===== config.mk =====
export PLATFORM = sky130hd
export DESIGN_NAME = gppi_port
export DESIGN_NICKNAME = d
export VERILOG_FILES = /design/src/logic/gppi_pkg.sv /design/src/logic/gppi_port.sv
export SDC_FILE = /design/constraint.sdc
export NUM_CORES = 1
export LEC_CHECK = 0
export BUFFER_PORTS_ARGS = -buffer_cell sky130_fd_sc_hd__buf_2
export CORE_ASPECT_RATIO = 0.75
export CORE_MARGIN = 2
export CORE_UTILIZATION = 30
export DETAILED_ROUTE_END_ITERATION = 16
export GPL_TIMING_DRIVEN = 0
export PLACE_DENSITY = 0.59
export SYNTH_ARGS = -nofsm -noshare
export SYNTH_HDL_FRONTEND = slang
export SYNTH_SLANG_ARGS = --single-unit

===== constraint.sdc =====
create_clock -name mclk -period 2.3 [get_ports mclk]
set_input_delay 0.46 -clock mclk [delete_from_list [all_inputs] [get_ports mclk]]
set_output_delay 0.46 -clock mclk [all_outputs]
set_load 0.005 [all_outputs]

===== src/logic/gppi_pkg.sv =====
// constants, types and register map of the gpio port with pin interrupts
package gppi_pkg;

  // port shape
  localparam int NPIN = 16;
  localparam int NSLOT = 8;
  localparam int NFUNC = 3;
  localparam int SELW = 4;
  localparam int ADDRW = 8;

  // register indices, byte address is four times the index
  localparam logic [5:0] R_DATA = 6'h00;
  localparam logic [5:0] R_DIR = 6'h01;
  localparam logic [5:0] R_SET = 6'h02;
  localparam logic [5:0] R_CLR = 6'h03;
  localparam logic [5:0] R_ISEL = 6'h04;
  localparam logic [5:0] R_IMODE = 6'h05;
  localparam logic [5:0] R_ISTAT = 6'h06;
  localparam logic [5:0] R_ICLR = 6'h07;
  localparam logic [5:0] R_IEN = 6'h08;
  localparam logic [5:0] R_FILT = 6'h09;
  localparam logic [5:0] R_PULL = 6'h0a;
  localparam logic [5:0] R_ODRAIN = 6'h0b;
  localparam logic [5:0] R_ANALOG = 6'h0c;
  localparam logic [5:0] R_FUNC = 6'h0d;

  // reset values: inputs with pull-up, two true open-drain pins without
  localparam logic [NPIN-1:0] PULL_RST = 16'hfff3;
  localparam logic [NPIN-1:0] ODRAIN_RST = 16'h000c;
  localparam logic [NPIN-1:0] LONG_FILT_PINS = 16'h000c;
  localparam logic [31:0] ZERO_RST = 32'h0000_0000;

  // filter timing
  localparam int MCLK_NS = 25;
  localparam int FILT_SHORT_NS = 10;
  localparam int FILT_LONG_NS = 50;
  localparam int FS_CYC_RAW = (FILT_SHORT_NS + MCLK_NS - 1) / MCLK_NS;
  localparam int FL_CYC_RAW = (FILT_LONG_NS + MCLK_NS - 1) / MCLK_NS;
  localparam logic [1:0] FILT_SHORT_CYC = 2'((FS_CYC_RAW < 1) ? 1 : FS_CYC_RAW);
  localparam logic [1:0] FILT_LONG_CYC = 2'((FL_CYC_RAW < 1) ? 1 : FL_CYC_RAW);

  // bus answers
  localparam logic [1:0] RESP_OKAY = 2'h0;
  localparam logic [1:0] RESP_SLVERR = 2'h2;

  localparam logic [1:0] FUNC_GPIO = 2'h0;

  typedef enum logic [1:0] {
    GPPI_LEVEL,
    GPPI_RISE,
    GPPI_FALL,
    GPPI_BOTH
  } gppi_mode_t;

  // pad drive group
  typedef struct packed {
    logic [NPIN-1:0] o;
    logic [NPIN-1:0] oe;
    logic [NPIN-1:0] pu;
  } gppi_pad_t;

  // peripheral drive group, one lane per alternate function
  typedef struct packed {
    logic [NFUNC-1:0][NPIN-1:0] o;
    logic [NFUNC-1:0][NPIN-1:0] oe;
  } gppi_periph_t;

endpackage


===== src/logic/gppi_port.sv =====
// gpio port: pin mux, direction, set/clear, filters, pin interrupts
// How it works
// - software drives or samples every unmuxed pin; direction per pin at run time.
// - one write to set or clear register changes only the selected output bits.
// - one write to the data register loads the whole port value.
// - eight slots pick any pin; level, rising, falling or both edges.
// - any pin may be picked as an interrupt source, with or without its glitch filter.
// - filter rejects 10 ns pulses on most pins, 50 ns on two pins.
// - a per-pin function field selects gpio or one of the peripherals.
// - analog mode cuts the pin's digital input and output paths.
// - each pin has an optional pull-up and an open-drain output mode.
// - eight pin interrupt lines go to the vectored controller and wake logic.
// - each pin source drives one line; a summary line ORs all enabled flags.
// - after reset pins are inputs with pull-up, except two open-drain pins.
//
// The AXI4-Lite register port and the address map were left to the implementer.
`timescale 1ns/10ps
`default_nettype none
module gppi_port
  import gppi_pkg::*;
(
  // clock and reset
  input wire logic mclk,
  input wire logic rstn,
  // axi4-lite write
  input wire logic [ADDRW-1:0] s_axi_awaddr,
  input wire logic s_axi_awvalid,
  output logic s_axi_awready,
  input wire logic [31:0] s_axi_wdata,
  input wire logic [3:0] s_axi_wstrb,
  input wire logic s_axi_wvalid,
  output logic s_axi_wready,
  output logic [1:0] s_axi_bresp,
  output logic s_axi_bvalid,
  input wire logic s_axi_bready,
  // axi4-lite read
  input wire logic [ADDRW-1:0] s_axi_araddr,
  input wire logic s_axi_arvalid,
  output logic s_axi_arready,
  output logic [31:0] s_axi_rdata,
  output logic [1:0] s_axi_rresp,
  output logic s_axi_rvalid,
  input wire logic s_axi_rready,
  // pads
  input wire logic [NPIN-1:0] pad_in,
  output gppi_pad_t pad_out,
  // peripherals
  input wire gppi_periph_t periph_drive,
  output logic [NPIN-1:0] periph_in,
  // interrupts
  output logic [NSLOT-1:0] pin_irq,
  output logic irq
);

  // write channel
  logic aw_got_reg;
  logic w_got_reg;
  logic [5:0] waddr_reg;
  logic [31:0] wdata_reg;
  logic [31:0] wmask_reg;
  logic bvalid_reg;
  logic [1:0] bresp_reg;
  logic wr_go;
  logic wr_hit;

  assign s_axi_awready = !aw_got_reg && !bvalid_reg;
  assign s_axi_wready = !w_got_reg && !bvalid_reg;
  assign s_axi_bvalid = bvalid_reg;
  assign s_axi_bresp = bresp_reg;
  assign wr_go = aw_got_reg && w_got_reg && !bvalid_reg;

  always_ff @(posedge mclk or negedge rstn) begin
    if (!rstn) begin
      aw_got_reg <= 1'b0;
      waddr_reg <= 6'h00;
    end else if (s_axi_awvalid && s_axi_awready) begin
      aw_got_reg <= 1'b1;
      waddr_reg <= s_axi_awaddr[7:2];
    end else if (wr_go) begin
      aw_got_reg <= 1'b0;
    end
  end

  always_ff @(posedge mclk or negedge rstn) begin
    if (!rstn) begin
      w_got_reg <= 1'b0;
      wdata_reg <= ZERO_RST;
      wmask_reg <= ZERO_RST;
    end else if (s_axi_wvalid && s_axi_wready) begin
      w_got_reg <= 1'b1;
      wdata_reg <= s_axi_wdata;
      wmask_reg <= {{8{s_axi_wstrb[3]}}, {8{s_axi_wstrb[2]}},
                    {8{s_axi_wstrb[1]}}, {8{s_axi_wstrb[0]}}};
    end else if (wr_go) begin
      w_got_reg <= 1'b0;
    end
  end

  always_comb begin
    case (waddr_reg)
      R_DATA, R_DIR, R_SET, R_CLR, R_ISEL, R_IMODE, R_ICLR, R_IEN,
      R_FILT, R_PULL, R_ODRAIN, R_ANALOG, R_FUNC: wr_hit = 1'b1;
      default: wr_hit = 1'b0;
    endcase
  end

  always_ff @(posedge mclk or negedge rstn) begin
    if (!rstn) begin
      bvalid_reg <= 1'b0;
      bresp_reg <= RESP_OKAY;
    end else if (wr_go) begin
      bvalid_reg <= 1'b1;
      bresp_reg <= wr_hit ? RESP_OKAY : RESP_SLVERR;
    end else if (s_axi_bready) begin
      bvalid_reg <= 1'b0;
    end
  end

  // write strobes per register
  function automatic logic [31:0] merge(input logic [31:0] old);
    merge = (old & ~wmask_reg) | (wdata_reg & wmask_reg);
  endfunction

  function automatic logic [NPIN-1:0] merge_lo(input logic [NPIN-1:0] old);
    merge_lo = (old & ~wmask_reg[NPIN-1:0]) | (wdata_reg[NPIN-1:0] & wmask_reg[NPIN-1:0]);
  endfunction

  logic wr_data;
  logic wr_set;
  logic wr_clr;
  logic [NPIN-1:0] wlo;
  assign wr_data = wr_go && (waddr_reg == R_DATA);
  assign wr_set = wr_go && (waddr_reg == R_SET);
  assign wr_clr = wr_go && (waddr_reg == R_CLR);
  assign wlo = wdata_reg[NPIN-1:0] & wmask_reg[NPIN-1:0];

  // port output and configuration
  logic [NPIN-1:0] out_reg;
  logic [NPIN-1:0] dir_reg;
  logic [NPIN-1:0] filt_reg;
  logic [NPIN-1:0] pull_reg;
  logic [NPIN-1:0] odrain_reg;
  logic [NPIN-1:0] analog_reg;
  logic [31:0] func_reg;
  logic [31:0] isel_reg;
  logic [31:0] imode_reg;
  logic [NSLOT-1:0] ien_reg;

  always_ff @(posedge mclk or negedge rstn) begin
    if (!rstn) begin
      out_reg <= ZERO_RST[NPIN-1:0];
    end else if (wr_data) begin
      out_reg <= merge_lo(out_reg);
    end else if (wr_set) begin
      out_reg <= out_reg | wlo;
    end else if (wr_clr) begin
      out_reg <= out_reg & ~wlo;
    end
  end

  always_ff @(posedge mclk or negedge rstn) begin
    if (!rstn) begin
      dir_reg <= ZERO_RST[NPIN-1:0];
      pull_reg <= PULL_RST;
      odrain_reg <= ODRAIN_RST;
      filt_reg <= ZERO_RST[NPIN-1:0];
      analog_reg <= ZERO_RST[NPIN-1:0];
      func_reg <= ZERO_RST;
      isel_reg <= ZERO_RST;
      imode_reg <= ZERO_RST;
      ien_reg <= ZERO_RST[NSLOT-1:0];
    end else if (wr_go) begin
      case (waddr_reg)
        R_DIR: dir_reg <= merge_lo(dir_reg);
        R_PULL: pull_reg <= merge_lo(pull_reg);
        R_ODRAIN: odrain_reg <= merge_lo(odrain_reg);
        R_FILT: filt_reg <= merge_lo(filt_reg);
        R_ANALOG: analog_reg <= merge_lo(analog_reg);
        R_FUNC: func_reg <= merge(func_reg);
        R_ISEL: isel_reg <= merge(isel_reg);
        R_IMODE: imode_reg <= merge({16'h0000, imode_reg[15:0]});
        R_IEN: ien_reg <= NSLOT'(merge_lo({8'h00, ien_reg}));
        default: ;
      endcase
    end
  end

  // input sync, glitch filter, pad drive per pin
  logic [NPIN-1:0] sync1_reg;
  logic [NPIN-1:0] sync2_reg;
  logic [NPIN-1:0] clean_reg;
  logic [NPIN-1:0] pin_val;
  gppi_pad_t pad_next;

  always_ff @(posedge mclk or negedge rstn) begin
    if (!rstn) begin
      sync1_reg <= PULL_RST;
      sync2_reg <= PULL_RST;
    end else begin
      sync1_reg <= pad_in;
      sync2_reg <= sync1_reg;
    end
  end

  genvar gi;
  generate
    for (gi = 0; gi < NPIN; gi++) begin : g_pin
      logic [1:0] cnt_reg;
      logic [1:0] thr;
      logic [1:0] fsel;
      logic drv;
      logic val;
      assign thr = LONG_FILT_PINS[gi] ? FILT_LONG_CYC : FILT_SHORT_CYC;
      assign fsel = func_reg[2*gi +: 2];
      always_ff @(posedge mclk or negedge rstn) begin
        if (!rstn) begin
          cnt_reg <= 2'h0;
          clean_reg[gi] <= PULL_RST[gi];
        end else if (!filt_reg[gi] || sync2_reg[gi] == clean_reg[gi]) begin
          cnt_reg <= 2'h0;
          clean_reg[gi] <= sync2_reg[gi];
        end else if (cnt_reg >= thr) begin
          cnt_reg <= 2'h0;
          clean_reg[gi] <= sync2_reg[gi];
        end else begin
          cnt_reg <= cnt_reg + 2'h1;
        end
      end
      always_comb begin
        if (fsel == FUNC_GPIO) begin
          drv = dir_reg[gi];
          val = out_reg[gi];
        end else begin
          drv = periph_drive.oe[fsel - 2'h1][gi];
          val = periph_drive.o[fsel - 2'h1][gi];
        end
        pad_next.o[gi] = val & ~analog_reg[gi] & ~odrain_reg[gi];
        pad_next.oe[gi] = drv & ~analog_reg[gi] & ~(odrain_reg[gi] & val);
        pad_next.pu[gi] = pull_reg[gi] & ~analog_reg[gi];
      end
    end
  endgenerate

  assign pin_val = clean_reg & ~analog_reg;

  always_ff @(posedge mclk or negedge rstn) begin
    if (!rstn) begin
      pad_out <= '{o: ZERO_RST[NPIN-1:0], oe: ZERO_RST[NPIN-1:0], pu: PULL_RST};
      periph_in <= ZERO_RST[NPIN-1:0];
    end else begin
      pad_out <= pad_next;
      periph_in <= pin_val;
    end
  end

  // pin interrupt slots
  logic [NPIN-1:0] prev_reg;
  logic [NSLOT-1:0] hit;
  logic [NSLOT-1:0] istat_reg;
  logic [NSLOT-1:0] iclr;

  always_ff @(posedge mclk or negedge rstn) begin
    if (!rstn) begin
      prev_reg <= PULL_RST;
    end else begin
      prev_reg <= pin_val;
    end
  end

  generate
    for (gi = 0; gi < NSLOT; gi++) begin : g_slot
      logic [SELW-1:0] pin;
      logic cur;
      logic old;
      assign pin = isel_reg[SELW*gi +: SELW];
      assign cur = pin_val[pin];
      assign old = prev_reg[pin];
      always_comb begin
        case (gppi_mode_t'(imode_reg[2*gi +: 2]))
          GPPI_LEVEL: hit[gi] = cur;
          GPPI_RISE: hit[gi] = cur & ~old;
          GPPI_FALL: hit[gi] = ~cur & old;
          GPPI_BOTH: hit[gi] = cur ^ old;
          default: hit[gi] = 1'b0;
        endcase
      end
    end
  endgenerate

  assign iclr = (wr_go && waddr_reg == R_ICLR) ?
                (wdata_reg[NSLOT-1:0] & wmask_reg[NSLOT-1:0]) : ZERO_RST[NSLOT-1:0];

  always_ff @(posedge mclk or negedge rstn) begin
    if (!rstn) begin
      istat_reg <= ZERO_RST[NSLOT-1:0];
    end else begin
      istat_reg <= (istat_reg & ~iclr) | hit;
    end
  end

  assign pin_irq = istat_reg & ien_reg;
  assign irq = |pin_irq;

  // read channel
  logic rvalid_reg;
  logic [31:0] rdata_reg;
  logic [1:0] rresp_reg;
  logic [31:0] rd_val;
  logic rd_hit;

  assign s_axi_arready = !rvalid_reg;
  assign s_axi_rvalid = rvalid_reg;
  assign s_axi_rdata = rdata_reg;
  assign s_axi_rresp = rresp_reg;

  always_comb begin
    rd_hit = 1'b1;
    rd_val = ZERO_RST;
    case (s_axi_araddr[7:2])
      R_DATA: rd_val[NPIN-1:0] = pin_val;
      R_DIR: rd_val[NPIN-1:0] = dir_reg;
      R_SET, R_CLR, R_ICLR: rd_val = ZERO_RST;
      R_ISEL: rd_val = isel_reg;
      R_IMODE: rd_val[15:0] = imode_reg[15:0];
      R_ISTAT: rd_val[NSLOT-1:0] = istat_reg;
      R_IEN: rd_val[NSLOT-1:0] = ien_reg;
      R_FILT: rd_val[NPIN-1:0] = filt_reg;
      R_PULL: rd_val[NPIN-1:0] = pull_reg;
      R_ODRAIN: rd_val[NPIN-1:0] = odrain_reg;
      R_ANALOG: rd_val[NPIN-1:0] = analog_reg;
      R_FUNC: rd_val = func_reg;
      default: rd_hit = 1'b0;
    endcase
  end

  always_ff @(posedge mclk or negedge rstn) begin
    if (!rstn) begin
      rvalid_reg <= 1'b0;
      rdata_reg <= ZERO_RST;
      rresp_reg <= RESP_OKAY;
    end else if (s_axi_arvalid && s_axi_arready) begin
      rvalid_reg <= 1'b1;
      rdata_reg <= rd_val;
      rresp_reg <= rd_hit ? RESP_OKAY : RESP_SLVERR;
    end else if (s_axi_rready) begin
      rvalid_reg <= 1'b0;
    end
  end

endmodule
`default_nettype wire


==> results of run 1 <==
[final cells by class]
| class | count | area share |
|---|---|---|
| Antenna cell | 3 | 0.0002730 |
| Buffer | 78 | 0.01633 |
| Clock buffer | 61 | 0.04868 |
| Clock inverter | 26 | 0.01565 |
| Inverter | 135 | 0.01979 |
| Multi-Input combinational cell | 1153 | 0.3652 |
| Sequential cell | 430 | 0.3961 |
| Tap cell | 946 | 0.04304 |
| Timing Repair Buffer | 393 | 0.09491 |
[power breakdown]
group	leakage (nW)	switching, mW	total [mW]	internal, mW
logic	5.78	6.06	11.5	5.43
clock network	0.860	3.38	8.65	5.26
registers	5.45	2.14	11.6	9.48
total	12.1	11.6	31.8	20.2
[routing by layer]
metal  up-vias  routed length (microns)  GRT usage
li1       7468                        -          -
met1      8839                    34630     0.2953
met2       751                    34630     0.3170
met3       134                     7599    0.05631
met4         4                     2368    0.06818
met5         -                       27   0.002597
[layout by cell type (no fill, tap or decap), types with 38 or more instances in the layout]
| cell | netlist | layout |
|---|---|---|
| o21ai_0 | 82 | 79 |
| ha_1 | 60 | 52 |
| dfstp_2 | 86 | 86 |
| mux4_2 | 41 | 41 |
| nor2_1 | 46 | 41 |
| a21oi_1 | 89 | 75 |
| nand3_1 | 44 | 38 |
| dfrtp_1 | 344 | 325 |
| inv_1 | 132 | 121 |
| clkbuf_16 | 0 | 47 |
| buf_4 | 5 | 77 |
| mux2i_1 | 46 | 46 |
| buf_2 | 16 | 285 |
| mux2_2 | 239 | 238 |
| nand2_1 | 124 | 123 |
[cell families (layout without fill, tap and decap cells)]
family | count (synthesis) | in the layout
DFF | 430 | 430
and+or+nand+nor | 392 | 392
AOI/OAI and AO/OA | 357 | 357
muxes | 326 | 326
buffers and inverters | 228 | 693
adders and majority gates | 60 | 60
xor gates and xnor gates | 16 | 16
other | 1 | 5
[worst max-delay path, delay by kind of cell (launching register included)]
| kind | cells | cell delay, ns |
|---|---|---|
| buffers and inverters | 1 | 0.14 |
| AND/OR/NAND/NOR | 3 | 1.08 |
| flip-flops | 1 | 0.40 |
[final timing paths]
| kind | startpoint | end | slack [ns] | cells past startpoint |
|---|---|---|---|---|
| setup / recovery | istat_reg[0] | irq | -0.37 | 4 |
| max in group asynchronous | rstn | asynchronous set/reset pin | 0.40 | 4 |
| hold reg to reg | sync1_reg[11] | sync2_reg[11] | 0.36 | 0 |
| hold / removal | s_axi_rready | s_axi_rvalid | 0.05 | 2 |
| min in group asynchronous | rstn | pad_out[23] | 0.39 | 2 |
| setup reg to reg | clean_reg[7] | istat_reg[6] | -0.18 | 8 |
[repair_timing]
item	4_1_cts	5_1_grt
cloned	1	0
pin swaps	41	36
gates resized for setup	155	61
endpoints found under the setup margin	254	128
hold buffers	17	0
setup buffers	68	26
endpoints found under the hold margin	53	0
[per-stage QoR]
stage	cells	util
after global placement	3034	0.3402
after global routing	3222	0.3916
after detailed placement	3039	0.3421
final	3225	0.3917
after floorplan	1811	-
after CTS	3198	0.3851
==> impl_metrics.toml, run 1 <==
[status]
status = "finished, violations left"
violations = "setup timing"

[yosys]
yosysSeqAreaShare = 0.5101
yosys_warnings = 0
synth_top_family_by_area = "multiplexers"
synth-xor-area-share = 0.006577
async_reset_ff_frac = 1.000
yosys.area_share.simple = 0.09907
yosysTopAreaCell = "dfrtp_1"
synthMuxAreaShare = 0.1913
synth_area_per_cell_sq_um = 11.77
yosysTopAreaCellShare = 0.4040
synthTopCellsByArea = "dfrtp_1, mux2_2, dfstp_2, mux4_2, ha_1"
yosysMostFrequentCell = "dfrtp_1"
synth_cells = 1810
synth_common_cells = "dfrtp_1, mux2_2, inv_1"
synth_compound_area_frac = 0.1156
synth_cell_type_count = 75
synth-seq-cells = 430
synth_ff_type = "dfrtp_1"
synth_edf_count = 0
synth-adder-area-share = 0.03523
synth_area_sq_um = 21310

[grt]
grt_usage = 0.2113
grt_overflow_total = 0
grt_pass1_vias = 17370
grt_pass1_wl_microns = 115700
grt_max_degree = 124
antenna_found_initial = 6

[run]
maxCapViolations = 0

[sta]
slew_violations = 0
final_hold_viol_count = 0
slew_headroom = 0.2069
tightestPinTransition_ns = 1.182
rsz0062_at_grt = "yes"
finalHoldWorstSlack_ns = 0.05443
worst_slack_ns = -0.3678
clock_skew_ns = 0.03508
max_freq_ghz = 0.3748
fin_crit_sh = 1.160
fin_setup_tns_ns = -1.165
setup_viol = 9
min_period_ns = 2.668

[worst_setup_path]
path_max_fanout = 2
endpoint_kind = "output pin"
critPathKind = "flop to output pin"
critPathMaxStageDelay_ns = 0.53
cp-start-kind = "flop"
slowest_stage = "or4_4"
cp.required_ns = 1.84
crit_arrival_ns = 2.21
cp_cell_sequence = "and2_4 > or4_4 > or4_1 > buf_2"

[finish]
drive_gt1_frac = 0.4429
design_area_sq_um = 27500
seq_area_sq_um = 10890
nFillCells = 6821
area_growth_pct = 29.06
nNetsFinal = 2469
multi_input_area_sq_um = 10040

[clock_tree]
path_clk_slew_ns = 0.06
cts_htree_levels = 2
root_buffer = "clkbuf_16"
clk_latency_ns = 0.60
cts_buffers = 47
cts_buffer_depth = 3
tritoncts = "yes"
cts.sinks = 430

[floorplan]
io_pins = 285
core-area_sq_um = 70210
start_util = 0.3035
std_cell_rows = 84
die_x_microns = 311.7
die-area_sq_um = 73190
die_h_microns = 234.8

[placed_design]
hpwl_microns = 56730
gp_congestion = 0.9131
dp_slack_ns = -0.8768
numPortBuffers = 277
place_area_sq_um = 24020

[routing]
drt-total-wl_microns = 79270
ant_nets = 0
first_iter_violations = 1714
drc = 0
detail_route.wl_per_cell_microns = 24.58
vias = 17200
first_pass_iters = 7
via_per_inst = 5.332

[power_and_ir_drop]
leakagePower_nw = 12.09
p_per_area_nw_per_um2 = 1155
peakVddDrop_mv = 0.5360
power_mw = 31.76

[min_path]
hp-class = "input pin to flop"
(Power assumes the default switching activity.)
==> run 2: changes to the inputs <==
--- a/config.mk
+++ b/config.mk
@@ -11,7 +11,7 @@
 export CORE_UTILIZATION = 30
 export DETAILED_ROUTE_END_ITERATION = 16
 export GPL_TIMING_DRIVEN = 0
-export PLACE_DENSITY = 0.59
+export PLACE_DENSITY = 0.57
 export SYNTH_ARGS = -nofsm -noshare
 export SYNTH_HDL_FRONTEND = slang
 export SYNTH_SLANG_ARGS = --single-unit
==> constraint.sdc (replaced) <==
create_clock -name mclk -period 2.8 [get_ports mclk]
set_input_delay 0.56 -clock mclk [delete_from_list [all_inputs] [get_ports mclk]]
set_output_delay 0.56 -clock mclk [all_outputs]
set_load 0.005 [all_outputs]
==> run 2 against run 1 <==
  * The flow finishes with violations (hold timing, setup timing)
  * Hold slack got worse by 0.060 ns
  * Non-clock buffer count fell by 86
  * Via count fell by 2.6%
  * Critical path depth did not move
  * Sequential share of layout area rose by 2.4 points
  * Largest cell class unchanged
  * Largest power group unchanged
  * Highest routed layer is now met4
==> impl_metrics.toml, run 2 (synthesis gave the netlist of run 1 again) <==
[status]
status = "finished, violations left"
violations = "hold timing, setup timing"

[finish]
final_cells = 3138
design_area_sq_um = 25850
area_growth_pct = 21.31
nFillCells = 6927
final_cell_mix = "dfrtp_1, buf_2, mux2_2"
final_util = 0.3682
nNetsFinal = 2384
final_common_cell = "dfrtp_1"
drive_gt1_frac = 0.3834

[worst_setup_path]
rrSetupSlack_ns = -0.07
cp-start-kind = "flop"
r2r-start = "waddr_reg[0]"
endpoint_kind = "flop"
crit_start = "waddr_reg[0]"
crit_arrival_ns = 3.34
path_max_fanout = 10
critPathKind = "flop to flop"
cp.required_ns = 3.27
ff2ff_path_depth = 4

[sta]
slew_violations = 0
clock_skew_ns = 0.02888
final_hold_viol_count = 2
rsz0062_at_grt = "yes"
worst_slack_ns = -0.07419
tightestPinTransition_ns = 1.128
max_freq_ghz = 0.3479
fin_crit_sh = 1.026
slew_headroom = 0.2429
min_period_ns = 2.874
finalHoldWorstSlack_ns = -0.006029
fin_setup_tns_ns = -0.3753
setup_viol = 9

[routing]
ant_nets = 0
drc = 0
drt-total-wl_microns = 77470
detail_route.wl_per_cell_microns = 24.69
first_pass_iters = 6
first_iter_violations = 1558
via_per_inst = 5.335
vias = 16740

[grt]
grt_overflow_total = 0
grt_pass1_wl_microns = 113900
grt_usage = 0.2082
antenna_found_initial = 0
grt_pass1_vias = 16840
grt_max_degree = 123

[power_and_ir_drop]
peakVddDrop_mv = 0.4339
leakagePower_nw = 11.41
p_per_area_nw_per_um2 = 923.3
power_mw = 23.87

[floorplan]
die_x_microns = 311.7
core-area_sq_um = 70210
std_cell_rows = 84
die_h_microns = 234.8
io_pins = 285
die-area_sq_um = 73190
start_util = 0.3035

[placed_design]
placedCellCount = 3038
numPortBuffers = 277
dp_slack_ns = -0.4245
place_area_sq_um = 23990
gp_congestion = 0.9161
hpwl_microns = 56700

[clock_tree]
tritoncts = "yes"
cts_buffer_depth = 3
path_clk_slew_ns = 0.06
root_buffer = "clkbuf_16"
clk_latency_ns = 0.61
cts_buffers = 48
cts.sinks = 430
cts_htree_levels = 2

[min_path]
hp-class = "input pin to asynchronous set/reset pin"

[run]
maxCapViolations = 0
-- run 2: worst max-delay path, cell delays in order, from the launching register on --
cell and delay (ns):
dfrtp_1 0.40, clkbuf_1 0.30, nor3_2 0.95, nand2_1 0.63, mux2_2 0.46
-- run 2: report_power, final --
part           switching, mW  internal [mW]  leakage (nW)
Sequential              1.68           7.78          5.48
Combinational           4.46           3.56          5.15
Clock                   2.75           3.64         0.782
-- run 2: worst min path at each step --
stage                                  to
2_1_floorplan  asynchronous set/reset pin
3_3_place_gp                 sync2_reg[3]
3_5_place_dp                sync2_reg[11]
4_1_cts                       pad_out[39]
5_1_grt                      sync1_reg[5]
6_report                      pad_out[39]
-- run 2: routing by layer --
layer | share of wire | vias to the layer above | track usage
met5 | 0 | - | 0
met4 | 0.027 | 0 | 0.06279
met3 | 0.064 | 136 | 0.03283
met2 | 0.44 | 694 | 0.3141
met1 | 0.47 | 8605 | 0.3060
li1 | - | 7307 | -
-- run 2: repair_timing --
action | in CTS | in global routing
endpoints found under the hold margin | 0 | 0
pin swaps | 4 | 2
setup buffers | 10 | 7
gates resized for setup | 31 | 32
hold buffers | 0 | 0
endpoints found under the setup margin | 58 | 81
-- run 2: final cells by class --
type,count,area [sq um],share of cell area
Antenna cell,1,2.502,0.00009681
Buffer,87,380.4,0.01472
Clock buffer,65,1376,0.05325
Clock inverter,23,192.7,0.007455
Inverter,135,531.8,0.02057
Multi-Input combinational cell,1153,9679,0.3745
Sequential cell,430,10870,0.4206
Tap cell,946,1184,0.04579
Timing Repair Buffer,298,1630,0.06307
==> run 3: changes to the inputs <==
--- a/config.mk
+++ b/config.mk
@@ -5,13 +5,16 @@
 export SDC_FILE = /design/constraint.sdc
 export NUM_CORES = 1
 export LEC_CHECK = 0
+export ABC_AREA = 1
 export BUFFER_PORTS_ARGS = -buffer_cell sky130_fd_sc_hd__buf_2
+export CELL_PAD_IN_SITES_DETAIL_PLACEMENT = 1
+export CELL_PAD_IN_SITES_GLOBAL_PLACEMENT = 1
 export CORE_ASPECT_RATIO = 0.75
 export CORE_MARGIN = 2
 export CORE_UTILIZATION = 30
 export DETAILED_ROUTE_END_ITERATION = 16
 export GPL_TIMING_DRIVEN = 0
-export PLACE_DENSITY = 0.57
+export PLACE_DENSITY = 0.69
 export SYNTH_ARGS = -nofsm -noshare
 export SYNTH_HDL_FRONTEND = slang
 export SYNTH_SLANG_ARGS = --single-unit
==> run 3 against run 2 <==
  * Wire length grew 16%
  * Register-to-register slack gained 0.14 ns
  * Cell count grew 32%
  * Core utilization fell by 0.16 points
  * The run now ends clean
  * Total power increased by 6.1%
==> impl_metrics.toml, run 3 <==
[status]
status = "finished clean"

[clock_tree]
cts_buffers = 49
cts.sinks = 430
tritoncts = "yes"
cts_buffer_depth = 3
clk_latency_ns = 0.64
cts_htree_levels = 2
path_clk_slew_ns = 0.06
root_buffer = "clkbuf_16"

[worst_setup_path]
cp.required_ns = 3.36
rrSetupSlack_ns = 0.07
endpoint_kind = "flop"
critPathKind = "flop to flop"
path_max_fanout = 8
cp-start-kind = "flop"
crit_arrival_ns = 3.29

[routing]
drt-total-wl_microns = 89730
drc = 0
vias = 21130
ant_nets = 0
first_pass_iters = 8
first_iter_violations = 2036
detail_route.wl_per_cell_microns = 21.70
via_per_inst = 5.111

[yosys]
synth-seq-cells = 430
synth_common_cells = "nand2_1, inv_1, dfrtp_1"
yosysMostFrequentCell = "nand2_1"
yosysTopAreaCellShare = 0.3924
synth_area_per_cell_sq_um = 7.830
synth_edf_count = 0
synth_ff_type = "dfrtp_1"
synth_cell_type_count = 34
synth_area_sq_um = 21940
async_reset_ff_frac = 1.000
synth_cells = 2802
synthTopCellsByArea = "dfrtp_1, nand2_1, dfstp_2, o21ai_0, inv_1"
yosys_warnings = 0
yosysTopAreaCell = "dfrtp_1"
yosysSeqAreaShare = 0.4954

[floorplan]
die-area_sq_um = 75330
die_x_microns = 316.3
io_pins = 285
die_h_microns = 238.2
start_util = 0.3043
core-area_sq_um = 72110
std_cell_rows = 85

[placed_design]
placedCellCount = 4041
numPortBuffers = 277
hpwl_microns = 68420
dp_slack_ns = -0.02585
gp_congestion = 0.9019
place_area_sq_um = 24650

[sta]
clock_skew_ns = 0.04555
max_freq_ghz = 0.3664
tightestPinTransition_ns = 0.8322
fin_setup_tns_ns = 0
worst_slack_ns = 0.07061
min_period_ns = 2.729
fin_crit_sh = 0.9748
slew_headroom = 0.4410
setup_viol = 0
slew_violations = 0
final_hold_viol_count = 0
rsz0062_at_grt = "no"

[grt]
grt_max_degree = 121
grt_overflow_total = 0
grt_usage = 0.2365
grt_pass1_vias = 21150
grt_pass1_wl_microns = 134500
antenna_found_initial = 3

[finish]
area_growth_pct = 20.46
final_common_cell = "nand2_1"
nNetsFinal = 3367
nFillCells = 8886
design_area_sq_um = 26430
drive_gt1_frac = 0.1622
final_util = 0.3665
final_cells = 4135
final_cell_mix = "nand2_1, inv_1, dfrtp_1"

[min_path]
hp-class = "input pin to flop"

[power_and_ir_drop]
p_per_area_nw_per_um2 = 957.9
leakagePower_nw = 13.01
peakVddDrop_mv = 0.4715

[run]
maxCapViolations = 0
==> run 3: cell types whose count changed after synthesis, sizes merged, moves of 34 or more <==
cell	change
a22oi	-34
mux2	-226
o21ai	+233
mux2i	-46
inv	+234
nor2	+203
mux4	-41
nand2	+571
o211ai	+46
nand3	+237
==> run 3: path summary, 6_finish.rpt <==
path                                                    to    startpoint  cells past startpoint
worst max-delay path                          istat_reg[4]          flop                     12
worst min-delay path                          sync1_reg[7]     pad_in[7]                      1
worst max register to register                istat_reg[4]          flop                     12
worst min register to register                sync2_reg[2]  sync1_reg[2]                      0
max in group asynchronous                     s_axi_bvalid          rstn                      4
min in group asynchronous       asynchronous set/reset pin          rstn                      2
==> run 3: kinds of logic (layout without fill, tap and decap cells) <==
group / after synthesis / after routing / synth area share
other cells: 1 / 4 / 0.0001709
mux: 13 / 13 / 0.006672
compound gates: 509 / 509 / 0.1249
simple gates: 1297 / 1297 / 0.2497
flops: 430 / 430 / 0.4954
buf+inv: 479 / 852 / 0.08378
xor+xnor: 13 / 13 / 0.005190
fa+ha+maj: 60 / 60 / 0.03422
==> run 3: worst max-delay path, cell delays in order (launching register included) <==
cell      delay (ns)
dfrtp_1         0.66
inv_1           0.09
nand2_1         0.44
nand2_1         0.10
nand3_1         0.09
nand3_1         0.08
nand3_1         0.11
nand2_1         0.17
inv_1           0.10
ha_1            0.23
a311oi_1        0.41
a21oi_1         0.08
nand2_1         0.09
==> run 3: where the power goes <==
group,total [mW],switching [mW],internal (mW)
clock network,7.05,2.85,4.21
registers,9.71,1.67,8.03
logic,8.56,5.92,2.63
total,25.3,10.4,14.9
==> run 3: final cells by class <==
type / count / area [sq um] / share of cell area
Antenna cell: 2 / 5.005 / 0.0001894
Buffer: 104 / 430.4 / 0.01629
Clock buffer: 68 / 1419 / 0.05369
Clock inverter: 23 / 332.8 / 0.01259
Inverter: 375 / 1408 / 0.05326
Multi-Input combinational cell: 1894 / 9253 / 0.3501
Sequential cell: 430 / 10870 / 0.4112
Tap cell: 957 / 1197 / 0.04531
Timing Repair Buffer: 282 / 1516 / 0.05738
==> run 3: per-stage QoR <==
| stage | hold slack [ns] | power (mW) |
|---|---|---|
| floorplan | 0.2644 | 14.16 |
| global placement | 0.3367 | 17.94 |
| detailed placement | 0.3411 | 18.20 |
| CTS | 0.01048 | 25.35 |
| global route | 0.02022 | 26.89 |
| finish | 0.04359 | 25.32 |
==> run 3: timing repair <==
item                                    in CTS  in global routing
endpoints found under the hold margin       16                  0
hold buffers                                 1                  0
endpoints found under the setup margin       0                  5
buffers inserted                             0                  0
resized for setup                            0                  6
==> run 3: layer usage <==
| metal | vias up | share of wire | global-route usage |
|---|---|---|---|
| met4 | 0 | 0.023 | 0.05946 |
| met2 | 636 | 0.44 | 0.3620 |
| li1 | 9772 | - | - |
| met1 | 10600 | 0.47 | 0.3493 |
| met5 | - | 0 | 0 |
| met3 | 130 | 0.064 | 0.03416 |
